**src/verilog/mms_consts.vh**
```
// constants of the module management and status block
// assumes: included by bare name from the design files under verilog/
`ifndef MMS_CONSTS_VH
`define MMS_CONSTS_VH

// system clock rate
`define MMS_CLK_KHZ         200000
// timing figures in their own units
`define MMS_T_INIT_MS       2000
`define MMS_T_RESET_MIN_US  2
// derived cycle counts (least reset pulse rounds up; exact at 200 MHz)
`define MMS_INIT_CYCLES     (`MMS_T_INIT_MS * `MMS_CLK_KHZ)
`define MMS_RESET_MIN_CYC   ((`MMS_T_RESET_MIN_US * `MMS_CLK_KHZ + 999) / 1000)

// two-wire bus device address, 7 bits
`define MMS_BUS_ADDR        7'h50

// lower memory offsets
`define MMS_OFS_STATUS      8'h02
`define MMS_OFS_LOS_FLAG    8'h03
`define MMS_OFS_TXF_FLAG    8'h04
`define MMS_OFS_PWR_CTRL    8'h5D
`define MMS_OFS_BYPASS      8'h62
`define MMS_OFS_LOS_MASK    8'h64
`define MMS_OFS_TXF_MASK    8'h65
`define MMS_OFS_PAGE_SEL    8'h7F
// upper page 03 offsets
`define MMS_PAGE_CODES      8'h03
`define MMS_OFS_EQ_LO       8'hEA
`define MMS_OFS_EQ_HI       8'hEB
`define MMS_OFS_EMPH_LO     8'hEC
`define MMS_OFS_EMPH_HI     8'hED
`define MMS_OFS_AMPL_LO     8'hEE
`define MMS_OFS_AMPL_HI     8'hEF

// field positions
`define MMS_BIT_NOT_READY   0
`define MMS_BIT_INIT_FLAG   1
`define MMS_BIT_PWR_OVR     0

// reset values
`define MMS_RST_BYPASS      8'h00
`define MMS_RST_CODES       16'h0000
`define MMS_RST_MASK        4'h0
`define MMS_RST_PAGE        8'h00

`endif

```
**src/verilog/mms_sync.v**
```verilog
// two-flop synchroniser for levels arriving from outside the clock domain
// assumes: one system clock, synchronous active-high reset
`timescale 1ns/100ps

module mms_sync #(
  parameter WIDTH   = 1,
  parameter RST_VAL = 1'b0
) (
  input  wire             clk_sys_in, // system clock
  input  wire             rst_in,     // synchronous reset, active high
  input  wire [WIDTH-1:0] async_in,   // level from another domain
  output reg  [WIDTH-1:0] sync_out    // level safe to use
);

  reg [WIDTH-1:0] meta;

  // first stage feeds only the second stage
  always @(posedge clk_sys_in) begin
    if (rst_in) begin
      meta     <= {WIDTH{RST_VAL}};
      sync_out <= {WIDTH{RST_VAL}};
    end else begin
      meta     <= async_in;
      sync_out <= meta;
    end
  end

endmodule

```
**src/verilog/mms_top.v**
```verilog
// management-side control and status of a four-lane pluggable module
// assumes: host drives the two-wire bus and the discrete pins; all pins asynchronous
// What this block does
// - byte 98 holds per-channel clock-recovery bypass
// - amplitude codes, four ranges, upper codes reserved
// - equalization codes 0 to 10 dB, rest reserved
// - emphasis codes 0 to 7 dB, rest reserved
// - fully functional within 2000 ms after reset
// - reset pin low beyond 2 us resets
// - bus answers within 2000 ms of power-on
// - clear not-ready bit and raise interrupt when ready
// - low-power pin high enters low power quickly
// - interrupt line low within 200 ms of cause
// - flags clear on read, interrupt line releases
// - loss-of-signal sets flag and interrupt within 100 ms
// - transmit fault sets flag and interrupt within 200 ms
// - other flags set and interrupt within 200 ms
// - mask bits inhibit and restore their interrupt sources
// - module select gates bus answers within 100 us
// - power override bit forces low power, clears back
`timescale 1ns/100ps
`include "mms_consts.vh"

module mms_top #(
  parameter [31:0] INIT_CYCLES = `MMS_INIT_CYCLES
) (
  input  wire        clk_sys_in,              // system clock, 200 MHz
  input  wire        rst_in,                  // power-on reset, active high
  input  wire        scl_in,                  // two-wire bus clock pin
  input  wire        sda_in,                  // two-wire bus data pin level
  output reg         sda_out,                 // data pin drive value, always low
  output reg         sda_oe_out,              // high while pulling data pin low
  input  wire        module_reset_n_in,       // module reset pin, active low
  input  wire        low_power_select_in,     // low-power select pin
  input  wire        module_select_n_in,      // module select pin, active low
  input  wire [3:0]  rx_los_in,               // per-channel receive loss of signal
  input  wire [3:0]  tx_fault_in,             // per-channel transmit fault
  output reg         module_interrupt_n_out,  // interrupt line, active low
  output reg         low_power_out,           // module in lower power level
  output reg         fully_functional_out,    // initialisation complete
  output reg  [7:0]  cdr_bypass_out,          // clock-recovery bypass byte
  output reg  [15:0] tx_eq_out,               // equalization codes, 4 channels
  output reg  [15:0] rx_emph_out,             // emphasis codes, 4 channels
  output reg  [15:0] rx_ampl_out              // amplitude codes, 4 channels
);

  localparam ST_IDLE  = 3'h0;
  localparam ST_ADDR  = 3'h1;
  localparam ST_ACK_A = 3'h2;
  localparam ST_OFS   = 3'h3;
  localparam ST_ACK_O = 3'h4;
  localparam ST_WR    = 3'h5;
  localparam ST_ACK_W = 3'h6;
  localparam ST_RD    = 3'h7;

  localparam [31:0] RESET_MIN = `MMS_RESET_MIN_CYC;

  //////////////////////////////////////////////////////////////////////////////
  // pin synchronisers

  wire       scl_s;
  wire       sda_s;
  wire       mrst_n_s;
  wire       lp_s;
  wire       sel_n_s;
  wire [3:0] los_s;
  wire [3:0] txf_s;

  mms_sync #(.WIDTH(1), .RST_VAL(1'b1)) u_sync_scl (
    .clk_sys_in (clk_sys_in),
    .rst_in     (rst_in),
    .async_in   (scl_in),
    .sync_out   (scl_s)
  );

  mms_sync #(.WIDTH(1), .RST_VAL(1'b1)) u_sync_sda (
    .clk_sys_in (clk_sys_in),
    .rst_in     (rst_in),
    .async_in   (sda_in),
    .sync_out   (sda_s)
  );

  mms_sync #(.WIDTH(1), .RST_VAL(1'b1)) u_sync_mrst (
    .clk_sys_in (clk_sys_in),
    .rst_in     (rst_in),
    .async_in   (module_reset_n_in),
    .sync_out   (mrst_n_s)
  );

  mms_sync #(.WIDTH(1), .RST_VAL(1'b0)) u_sync_lp (
    .clk_sys_in (clk_sys_in),
    .rst_in     (rst_in),
    .async_in   (low_power_select_in),
    .sync_out   (lp_s)
  );

  mms_sync #(.WIDTH(1), .RST_VAL(1'b1)) u_sync_sel (
    .clk_sys_in (clk_sys_in),
    .rst_in     (rst_in),
    .async_in   (module_select_n_in),
    .sync_out   (sel_n_s)
  );

  mms_sync #(.WIDTH(4), .RST_VAL(1'b0)) u_sync_los (
    .clk_sys_in (clk_sys_in),
    .rst_in     (rst_in),
    .async_in   (rx_los_in),
    .sync_out   (los_s)
  );

  mms_sync #(.WIDTH(4), .RST_VAL(1'b0)) u_sync_txf (
    .clk_sys_in (clk_sys_in),
    .rst_in     (rst_in),
    .async_in   (tx_fault_in),
    .sync_out   (txf_s)
  );

  //////////////////////////////////////////////////////////////////////////////
  // module reset pin: only a low pulse longer than the least width counts

  reg [15:0] rst_low_cnt;
  reg        mrst;

  // glitches shorter than the least width are filtered out
  always @(posedge clk_sys_in) begin
    if (rst_in) begin
      rst_low_cnt <= 16'h0000;
      mrst        <= 1'b0;
    end else if (mrst_n_s) begin
      rst_low_cnt <= 16'h0000;
      mrst        <= 1'b0;
    end else if ({16'h0000, rst_low_cnt} >= RESET_MIN) begin
      mrst        <= 1'b1;
    end else begin
      rst_low_cnt <= rst_low_cnt + 16'h0001;
    end
  end

  wire rst_all = rst_in | mrst;

  //////////////////////////////////////////////////////////////////////////////
  // initialisation timer

  reg [31:0] init_cnt;
  reg        ready;

  // ready falls back only on a reset, so the timer runs once per reset
  always @(posedge clk_sys_in) begin
    if (rst_all) begin
      init_cnt <= 32'h0000_0000;
      ready    <= 1'b0;
    end else if (!ready) begin
      if (init_cnt >= INIT_CYCLES - 32'h0000_0001) begin
        ready <= 1'b1;
      end else begin
        init_cnt <= init_cnt + 32'h0000_0001;
      end
    end
  end

  //////////////////////////////////////////////////////////////////////////////
  // two-wire bus edge and condition detection

  reg scl_q;
  reg sda_q;

  always @(posedge clk_sys_in) begin
    if (rst_in) begin
      scl_q <= 1'b1;
      sda_q <= 1'b1;
    end else begin
      scl_q <= scl_s;
      sda_q <= sda_s;
    end
  end

  wire scl_rise = scl_s & ~scl_q;
  wire scl_fall = ~scl_s & scl_q;
  wire bus_start = scl_s & scl_q & sda_q & ~sda_s;
  wire bus_stop  = scl_s & scl_q & ~sda_q & sda_s;
  // answers only out of reset and while selected
  wire bus_en    = ~mrst & ~sel_n_s;

  //////////////////////////////////////////////////////////////////////////////
  // register file state

  reg [7:0] page;
  reg       pwr_ovr;
  reg [3:0] los_flag;
  reg [3:0] txf_flag;
  reg       init_flag;
  reg [3:0] los_mask;
  reg [3:0] txf_mask;
  reg [3:0] los_q;
  reg [3:0] txf_q;
  reg       ready_q;

  // read data for the current pointer
  reg [7:0] rd_byte;
  reg [7:0] ptr;

  always @* begin
    rd_byte = 8'h00;
    case (ptr)
      `MMS_OFS_STATUS:   rd_byte = {6'h00, init_flag, ~ready};
      `MMS_OFS_LOS_FLAG: rd_byte = {4'h0, los_flag};
      `MMS_OFS_TXF_FLAG: rd_byte = {4'h0, txf_flag};
      `MMS_OFS_PWR_CTRL: rd_byte = {7'h00, pwr_ovr};
      `MMS_OFS_BYPASS:   rd_byte = cdr_bypass_out;
      `MMS_OFS_LOS_MASK: rd_byte = {4'h0, los_mask};
      `MMS_OFS_TXF_MASK: rd_byte = {4'h0, txf_mask};
      `MMS_OFS_PAGE_SEL: rd_byte = page;
      default: begin
        if (page == `MMS_PAGE_CODES) begin
          case (ptr)
            `MMS_OFS_EQ_LO:   rd_byte = tx_eq_out[7:0];
            `MMS_OFS_EQ_HI:   rd_byte = tx_eq_out[15:8];
            `MMS_OFS_EMPH_LO: rd_byte = rx_emph_out[7:0];
            `MMS_OFS_EMPH_HI: rd_byte = rx_emph_out[15:8];
            `MMS_OFS_AMPL_LO: rd_byte = rx_ampl_out[7:0];
            `MMS_OFS_AMPL_HI: rd_byte = rx_ampl_out[15:8];
            default:          rd_byte = 8'h00;
          endcase
        end
      end
    endcase
  end

  //////////////////////////////////////////////////////////////////////////////
  // two-wire bus slave

  reg [2:0] state;
  reg       in_mack;
  reg [2:0] bit_cnt;
  reg       got_byte;
  reg [7:0] shreg;
  reg       rw;
  reg       master_ack;
  reg       wr_stb;
  reg [7:0] wr_adr;
  reg [7:0] wr_dat;
  reg       clr_stb;
  reg [7:0] clr_adr;

  // data changes on the falling clock edge, or is released at once on start, stop or deselect; sampling on the rising one
  always @(posedge clk_sys_in) begin
    if (rst_all) begin
      state      <= ST_IDLE;
      in_mack    <= 1'b0;
      bit_cnt    <= 3'h0;
      got_byte   <= 1'b0;
      shreg      <= 8'h00;
      rw         <= 1'b0;
      master_ack <= 1'b0;
      ptr        <= 8'h00;
      sda_out    <= 1'b0;
      sda_oe_out <= 1'b0;
      wr_stb     <= 1'b0;
      wr_adr     <= 8'h00;
      wr_dat     <= 8'h00;
      clr_stb    <= 1'b0;
      clr_adr    <= 8'h00;
    end else begin
      wr_stb  <= 1'b0;
      clr_stb <= 1'b0;
      if (bus_stop || (!bus_en && state != ST_IDLE)) begin
        // deselect or stop releases the line at once
        state      <= ST_IDLE;
        in_mack    <= 1'b0;
        sda_oe_out <= 1'b0;
      end else if (bus_start && bus_en) begin
        state      <= ST_ADDR;
        in_mack    <= 1'b0;
        bit_cnt    <= 3'h0;
        got_byte   <= 1'b0;
        sda_oe_out <= 1'b0;
      end else if (scl_rise) begin
        if (in_mack) begin
          master_ack <= ~sda_s;
        end else if (state == ST_ADDR || state == ST_OFS || state == ST_WR ||
                     state == ST_RD) begin
          if (state != ST_RD) begin
            shreg <= {shreg[6:0], sda_s};
          end
          bit_cnt  <= bit_cnt + 3'h1;
          got_byte <= (bit_cnt == 3'h7);
        end
      end else if (scl_fall) begin
        got_byte <= 1'b0;
        if (in_mack) begin
          in_mack <= 1'b0;
          if (master_ack) begin
            // next byte of a sequential read; flags clear on read
            shreg      <= rd_byte;
            sda_oe_out <= ~rd_byte[7];
            ptr        <= ptr + 8'h01;
            clr_stb    <= 1'b1;
            clr_adr    <= ptr;
            bit_cnt    <= 3'h0;
            state      <= ST_RD;
          end else begin
            sda_oe_out <= 1'b0;
            state      <= ST_IDLE;
          end
        end else begin
          case (state)
            ST_ADDR: begin
              if (got_byte) begin
                if (shreg[7:1] == `MMS_BUS_ADDR) begin
                  rw         <= shreg[0];
                  sda_oe_out <= 1'b1;
                  state      <= ST_ACK_A;
                end else begin
                  state <= ST_IDLE;
                end
              end
            end
            ST_ACK_A: begin
              bit_cnt <= 3'h0;
              if (rw) begin
                shreg      <= rd_byte;
                sda_oe_out <= ~rd_byte[7];
                ptr        <= ptr + 8'h01;
                clr_stb    <= 1'b1;
                clr_adr    <= ptr;
                state      <= ST_RD;
              end else begin
                sda_oe_out <= 1'b0;
                state      <= ST_OFS;
              end
            end
            ST_OFS: begin
              if (got_byte) begin
                ptr        <= shreg;
                sda_oe_out <= 1'b1;
                state      <= ST_ACK_O;
              end
            end
            ST_ACK_O, ST_ACK_W: begin
              sda_oe_out <= 1'b0;
              bit_cnt    <= 3'h0;
              state      <= ST_WR;
            end
            ST_WR: begin
              if (got_byte) begin
                wr_stb     <= 1'b1;
                wr_adr     <= ptr;
                wr_dat     <= shreg;
                ptr        <= ptr + 8'h01;
                sda_oe_out <= 1'b1;
                state      <= ST_ACK_W;
              end
            end
            ST_RD: begin
              if (got_byte) begin
                sda_oe_out <= 1'b0;
                in_mack    <= 1'b1;
              end else begin
                sda_oe_out <= ~shreg[6];
                shreg      <= {shreg[6:0], 1'b0};
              end
            end
            default: begin
              sda_oe_out <= 1'b0;
            end
          endcase
        end
      end
    end
  end

  //////////////////////////////////////////////////////////////////////////////
  // writable controls; codes stored whole, reserved values included

  always @(posedge clk_sys_in) begin
    if (rst_all) begin
      page           <= `MMS_RST_PAGE;
      pwr_ovr        <= 1'b0;
      los_mask       <= `MMS_RST_MASK;
      txf_mask       <= `MMS_RST_MASK;
      cdr_bypass_out <= `MMS_RST_BYPASS;
      tx_eq_out      <= `MMS_RST_CODES;
      rx_emph_out    <= `MMS_RST_CODES;
      rx_ampl_out    <= `MMS_RST_CODES;
    end else if (wr_stb) begin
      case (wr_adr)
        `MMS_OFS_PAGE_SEL: page           <= wr_dat;
        `MMS_OFS_PWR_CTRL: pwr_ovr        <= wr_dat[`MMS_BIT_PWR_OVR];
        `MMS_OFS_LOS_MASK: los_mask       <= wr_dat[3:0];
        `MMS_OFS_TXF_MASK: txf_mask       <= wr_dat[3:0];
        `MMS_OFS_BYPASS:   cdr_bypass_out <= wr_dat;
        default: begin
          if (page == `MMS_PAGE_CODES) begin
            case (wr_adr)
              `MMS_OFS_EQ_LO:   tx_eq_out[7:0]    <= wr_dat;
              `MMS_OFS_EQ_HI:   tx_eq_out[15:8]   <= wr_dat;
              `MMS_OFS_EMPH_LO: rx_emph_out[7:0]  <= wr_dat;
              `MMS_OFS_EMPH_HI: rx_emph_out[15:8] <= wr_dat;
              `MMS_OFS_AMPL_LO: rx_ampl_out[7:0]  <= wr_dat;
              `MMS_OFS_AMPL_HI: rx_ampl_out[15:8] <= wr_dat;
              default: begin
              end
            endcase
          end
        end
      endcase
    end
  end

  //////////////////////////////////////////////////////////////////////////////
  // latched flags: set on entering a condition, set wins over clear-on-read

  wire clr_status = clr_stb && (clr_adr == `MMS_OFS_STATUS);
  wire clr_los    = clr_stb && (clr_adr == `MMS_OFS_LOS_FLAG);
  wire clr_txf    = clr_stb && (clr_adr == `MMS_OFS_TXF_FLAG);

  always @(posedge clk_sys_in) begin
    if (rst_all) begin
      los_q     <= 4'h0;
      txf_q     <= 4'h0;
      ready_q   <= 1'b0;
      los_flag  <= 4'h0;
      txf_flag  <= 4'h0;
      init_flag <= 1'b0;
    end else begin
      los_q     <= los_s;
      txf_q     <= txf_s;
      ready_q   <= ready;
      los_flag  <= (los_flag & {4{~clr_los}}) | (los_s & ~los_q);
      txf_flag  <= (txf_flag & {4{~clr_txf}}) | (txf_s & ~txf_q);
      init_flag <= (init_flag & ~clr_status) | (ready & ~ready_q);
    end
  end

  //////////////////////////////////////////////////////////////////////////////
  // pin outputs, each one flop after its cause

  always @(posedge clk_sys_in) begin
    if (rst_all) begin
      module_interrupt_n_out <= 1'b1;
      low_power_out          <= 1'b0;
      fully_functional_out   <= 1'b0;
    end else begin
      // masked sources never reach the line, cleared flags release it
      module_interrupt_n_out <= ~(|(los_flag & ~los_mask) |
                                  |(txf_flag & ~txf_mask) |
                                  init_flag);
      low_power_out          <= lp_s | pwr_ovr;
      fully_functional_out   <= ready;
    end
  end

endmodule

```
**config.mk**
```make
export PLATFORM = sky130hd
export DESIGN_NAME = mms_top
export DESIGN_NICKNAME = d
export VERILOG_FILES = /design/src/verilog/mms_sync.v /design/src/verilog/mms_top.v
export VERILOG_INCLUDE_DIRS = /design/src /design/src/verilog
export SDC_FILE = /design/constraint.sdc
export NUM_CORES = 1
export LEC_CHECK = 0
export BUFFER_PORTS_ARGS = -buffer_cell sky130_fd_sc_hd__buf_2
export CORE_MARGIN = 1
export CORE_UTILIZATION = 50
export CTS_CLUSTER_DIAMETER = 150
export DETAILED_ROUTE_END_ITERATION = 6
export GPL_ROUTABILITY_DRIVEN = 0
export GPL_TIMING_DRIVEN = 0
export PLACE_DENSITY_LB_ADDON = 0.3
export SETUP_SLACK_MARGIN = 0.05
export SYNTH_ARGS = -nofsm -noshare
export SYNTH_HDL_FRONTEND = slang
export SYNTH_SLANG_ARGS = --single-unit
```
**constraint.sdc**
```tcl
create_clock -name clk_sys_in -period 2.17 [get_ports clk_sys_in]
set_input_delay 0.434 -clock clk_sys_in [delete_from_list [all_inputs] [get_ports clk_sys_in]]
set_output_delay 0.434 -clock clk_sys_in [all_outputs]
set_load 0.01 [all_outputs]
```
* Word level (Yosys, flattened, before mapping)
Index checks and enable logic that the tools add are counted.
Cells by class: $add $sub $neg 4, magnitude comparators 2, equality and inequality tests 58, multiplexer cells 64, bitwise operators 49, reductions and logical operators 56
Operators with widths (count):
- $mux W8 | 19
- $eq A8 B8 Y1 const B | 12
- $eq A8 B7 Y1 const B | 10
- $pmux W8 S8 | 1
- $pmux W8 S6 | 1
- $mux W3 | 14
- $eq A8 B2 Y1 const B | 5
- $add A32 B1 Y32 const B | 1
- $ge A32 B29 Y1 const B | 1
- $reduce_and A4 Y1 | 8
- $and A4 B4 Y4 | 6
- $mux W1 | 24
- $pmux W8 S3 | 1
- $not A1 Y1 | 22
- $ne A4 B4 Y1 const B | 5
- $reduce_and A6 Y1 | 3
- $add A16 B1 Y16 const B | 1
- $eq A8 B3 Y1 const B | 2
- $ge A16 B9 Y1 const B | 1
- $not A4 Y4 | 4
- $pmux W8 S2 | 1
- $eq A3 B3 Y1 const B | 5
- $ne A3 B3 Y1 const B | 5
- $pmux W3 S5 | 1
- 33 further kinds | 80
Word-level totals: flip-flop bits (word level) 224, bits of input ports 15, output and inout bits 61, logic and storage cells 287

* Logic depth before layout (Yosys ltp)
depth after elaboration 9, gate-level depth with buffers 9, mapped depth without buffers 8

* By module
Synthesis repeated with hierarchy kept, for this count alone.
Second synthesis, totals: cell total of the unflattened synthesis 1089, area total of the unflattened synthesis 9806.9 µm²
By module, submodules not included:
- mms_top | instances 1, cells each 1037, area each 9123.8 µm²
- mms_sync (u_sync_los ...) | instances 2, cells each 16, area each 210.2 µm²
- mms_sync (u_sync_lp ...) | instances 5, cells each 4, area each 52.6 µm²

* Worst setup path after synthesis
Ideal clock, no wire load.
path type reg2reg, start point reg ptr[0], end point reg shreg[1], data arrival time 2.130 ns, required time 2.079 ns, setup slack -0.051 ns, stages on the path, launching flop included 10, cell sequence dfxtp_1 -> inv_1 -> ha_1 -> clkbuf_1 -> and2_1 -> o211ai_1 -> o2111a_1 -> nand2_1 -> or3_1 -> a311oi_1
On the way: word-level cells in the longest chain between the ends 9, elaborated cells between the ends (all ways) 23
RTL lines:
- from (decl) | line mms_top.v:200 | reg [7:0] ptr;
- from (signal assigned) | line mms_top.v:296 | ptr <= ptr + 8'h01;
- from (signal assigned) | line mms_top.v:323 | ptr <= ptr + 8'h01;
- from (signal assigned) | line mms_top.v:334 | ptr <= shreg;
- $eq A8 B8 Y1 | line mms_top.v:215 | case (ptr)
- $pmux W8 S6 | line mms_top.v:215
- $mux W8 | line mms_top.v:214 | if (page == `MMS_PAGE_CODES) begin
- $pmux W8 S8 * | line mms_top.v:204 | case (ptr)
- $mux W8 | line mms_top.v:320 | if (rw) begin
- $pmux W8 S2 | line mms_top.v:306 | case (state)
- $mux W8 * | line mms_top.v:290 | if (in_mack) begin
- $mux W8 * | line mms_top.v:288 | end else if (scl_fall) begin
- $mux W8 * | line mms_top.v:277 | end else if (scl_rise) begin
- to (signal assigned) | line mms_top.v:283 | shreg <= {shreg[6:0], sda_s};
- to (signal assigned) | line mms_top.v:294 | shreg <= rd_byte;
- to (signal assigned) | line mms_top.v:321 | shreg <= rd_byte;
- to (decl) | line mms_top.v:236 | reg [7:0] shreg;
Every way passes the cells marked *; elsewhere a longest branch is shown, timed or not. The select of a mux whose other input is x is not followed. A chain may end at the register's enable or synchronous reset.

* Worst setup path in the final report
start point reg ptr[0], end point reg shreg[2]
The elaborated chain is that of the path after synthesis.

==> results.py <==
metrics = {
    "sta": {
        "max_freq_mhz": 458,
        "setup_viol": 1,
        "min_period_ps": 2180,
        "rsz0062_at_grt": "yes",
        "hold_viol_final": 0,
        "setup_slack_ps": -14.0,
        "period_share_pct": 101,
        "slew_headroom_pct": 36.4,
        "hold_slack_ps": 106,
        "clock_skew_ps": 11.0,
        "drv_slew": 0,
        "worstMarginPinSlew_ps": 950,
        "setup-tns-final_ps": -14.0,
    },
    "floorplanning": {
        "fp.dieH_um": 141,
        "pin_count": 76,
        "die_w_um": 141,
        "core_area_mm2": 0.0189,
        "start_util_pct": 51.4,
        "dieArea_mm2": 0.0200,
        "rows": 50,
    },
    "critical_path": {
        "startpoint": "ptr[0]",
        "critPathKind": "flip-flop to flip-flop",
        "r2r_cells": 8,
        "r2r_slack_ps": -10,
        "worstPathMaxFanout": 10,
        "r2r_start": "ptr[0]",
        "worstSetupEndpointType": "flip-flop",
        "arrival_ps": 2590,
        "cp_data_required_time_ps": 2580,
        "critPathLaunchType": "flip-flop",
    },
    "yosys": {
        "synth_nets": 1133,
        "synth_cell_types": 67,
        "ys_top_cells_by_count": "224 x dfxtp_1, 152 x nor2_1, 87 x mux2i_1",
        "synth.top_cell.area_share_pct": 46.1,
        "synthArstFlopShare_pct": 0,
        "syn_area_mm2": 0.00972,
        "yosys-top-cells-area": "dfxtp_1 46%, mux2i_1 9.0%, nor2_1 5.9%, nand2_1 3.2%, a21oi_1 2.6%",
        "yosysWarnings": 0,
        "synth-seq-area-share_pct": 46.1,
        "synth.most_common_cell": "dfxtp_1",
        "syn_inst": 1106,
        "syn_avg_cell_area_um2": 8.79,
        "synth_edf_count": 0,
        "synth_top_area_cell": "dfxtp_1",
        "ys_seq_elements": 224,
        "synth_ff_type": "dfxtp_1",
    },
    "route": {
        "ant_nets": 0,
        "drt_iter0_markers": 732,
        "dr.pass1.iters": 7,
        "vias": 8765,
        "wirelength_um": 27800,
        "drc": 1,
        "routedWlPerCell_um": 18.4,
        "via_per_inst": 5.82,
    },
    "cts": {
        "cts-root-buf": "clkbuf_16",
        "cts-htree-levels": 1,
        "cts.clk_slew.worst_paths_ps": 70,
        "cts_buffers": 23,
        "clk_path_buf_depth": 3,
        "cts_tree": "yes",
        "cts_hold_buffers": 0,
        "clkLatencyLatePin_ps": 510,
        "cts.sinks": 224,
    },
    "cells_and_area": {
        "fin_util_pct": 63.7,
        "stdcell_count": 1506,
        "nets": 1256,
        "drive_gt1_share_pct": 21.8,
        "n_antenna_cell": 0,
        "area_delta_synth_final_pct": 23.8,
    },
    "outcome": {
        "status": "finished with violations",
        "violations": "DRC, setup timing",
    },
    "placed_design": {
        "hpwl_um": 18800,
        "io_buffer_count": 74,
        "dp.cells": 1440,
    },
    "hold_path": {
        "holdPathStages": 2,
        "min_path_type": "input pin to flip-flop",
        "hold_start": "scl_in",
    },
    "power": {
        "finalPower_w": 0.00841,
        "power_density_mw_per_mm2": 699,
        "ir_drop_uv": 614,
        "p_leak_nw": 5.00,
    },
    "global_routing": {
        "grt_pass1_vias": 8104,
        "grt_overflow": 0,
        "antenna_found_initial": 0,
        "grt_max_degree": 15,
        "grt_pass1_wl_um": 42700,
        "gr-usage-all-layers_pct": 27.1,
    },
    "run": {
        "maxCapViolCount": 0,
    },
}
[sequential cells by signal (all words and copies together), names as in the netlist, 8 cells and up]
signal and count:
cdr_bypass_out 8, clr_adr 8, init_cnt 32, page 8, ptr 8, rst_low_cnt 16, rx_ampl_out 16, rx_emph_out 16
shreg 8, tx_eq_out 16, wr_adr 8, wr_dat 8
[cells in the final DEF (no fill, tap or decap), drive strengths merged, types with 8 or more instances in the layout]
master / instances
dfxtp: 224
nor2: 152
buf: 114
mux2i: 87
nand2: 85
clkbuf: 83
a21oi: 51
nand3: 50
o21ai: 42
inv: 36
nor2b: 28
and2: 24
nor3: 21
nand4: 18
xor2: 16
or2: 14
nand2b: 13
or3: 12
ha: 12
nor4: 12
o211ai: 11
and3: 10
a221oi: 10
a222oi: 8
o22ai: 8
a211oi: 8
[power by group]
group,internal [W],switching [W]
Sequential,0.00415,0.0000275
Combinational,0.0000721,0.000151
Clock,0.00236,0.00164
[per-layer routing]
layer | vias up | wire length [um] | share of wire, % | GRT usage (%)
li1 | 4156 | - | - | -
met1 | 4093 | 11900 | 43 | 35.1
met2 | 420 | 12700 | 46 | 44.2
met3 | 96 | 2080 | 7.5 | 4.32
met4 | 0 | 1150 | 4.1 | 13.2
met5 | - | 0 | 0 | 0
[final timing paths]
check                        endpoint
setup / recovery             shreg[2]
hold / removal        u_sync_scl.meta
setup reg to reg             shreg[2]
hold reg to reg   u_sync_sda.sync_out
[cell type report]
| type | count | area (um2) |
|---|---|---|
| fill | 1599 | 6860 |
| inverter | 35 | 139 |
| tap | 260 | 325 |
| sequential | 224 | 4510 |
| timing repair buffer | 104 | 648 |
| buffer | 62 | 310 |
| clock buffer | 31 | 656 |
| clock inverter | 11 | 111 |
| multi-input combinational | 779 | 5330 |
[cells by family after synthesis]
logic type / Yosys count / share of synthesized area, %
other cells: 1 / 0.0386
buf+inv: 103 / 4.04
fa+ha+maj: 12 / 1.54
simple gates: 466 / 24.0
xor+xnor: 23 / 2.07
compound gates: 190 / 13.2
flops: 224 / 46.1
mux: 87 / 8.96
[critical path, cell delays in order (launching register included)]
cell,delay (ps)
dfxtp_4,420
inv_6,60
ha_4,190
buf_2,210
a222oi_1,400
nor2_2,120
a211oi_2,310
o2111ai_2,190
o2111a_1,170
[stage by stage]
stage	cell area [um2]	setup WS, ps
2_1_floorplan	9720	52.2
3_3_place_gp	10400	-611
3_5_place_dp	10400	-615
4_1_cts	11600	-3.34
5_1_grt	12000	-83.0
6_report	12000	-14.0
[timing repair]
action                     4_1_cts  5_1_grt
setup endpoints to repair      148      133
hold endpoints to repair         0        0
pin swaps                       17       30
gates resized for setup         97       80
setup buffers                   13       17
No activity file was read; power rests on OpenSTA's default activity.
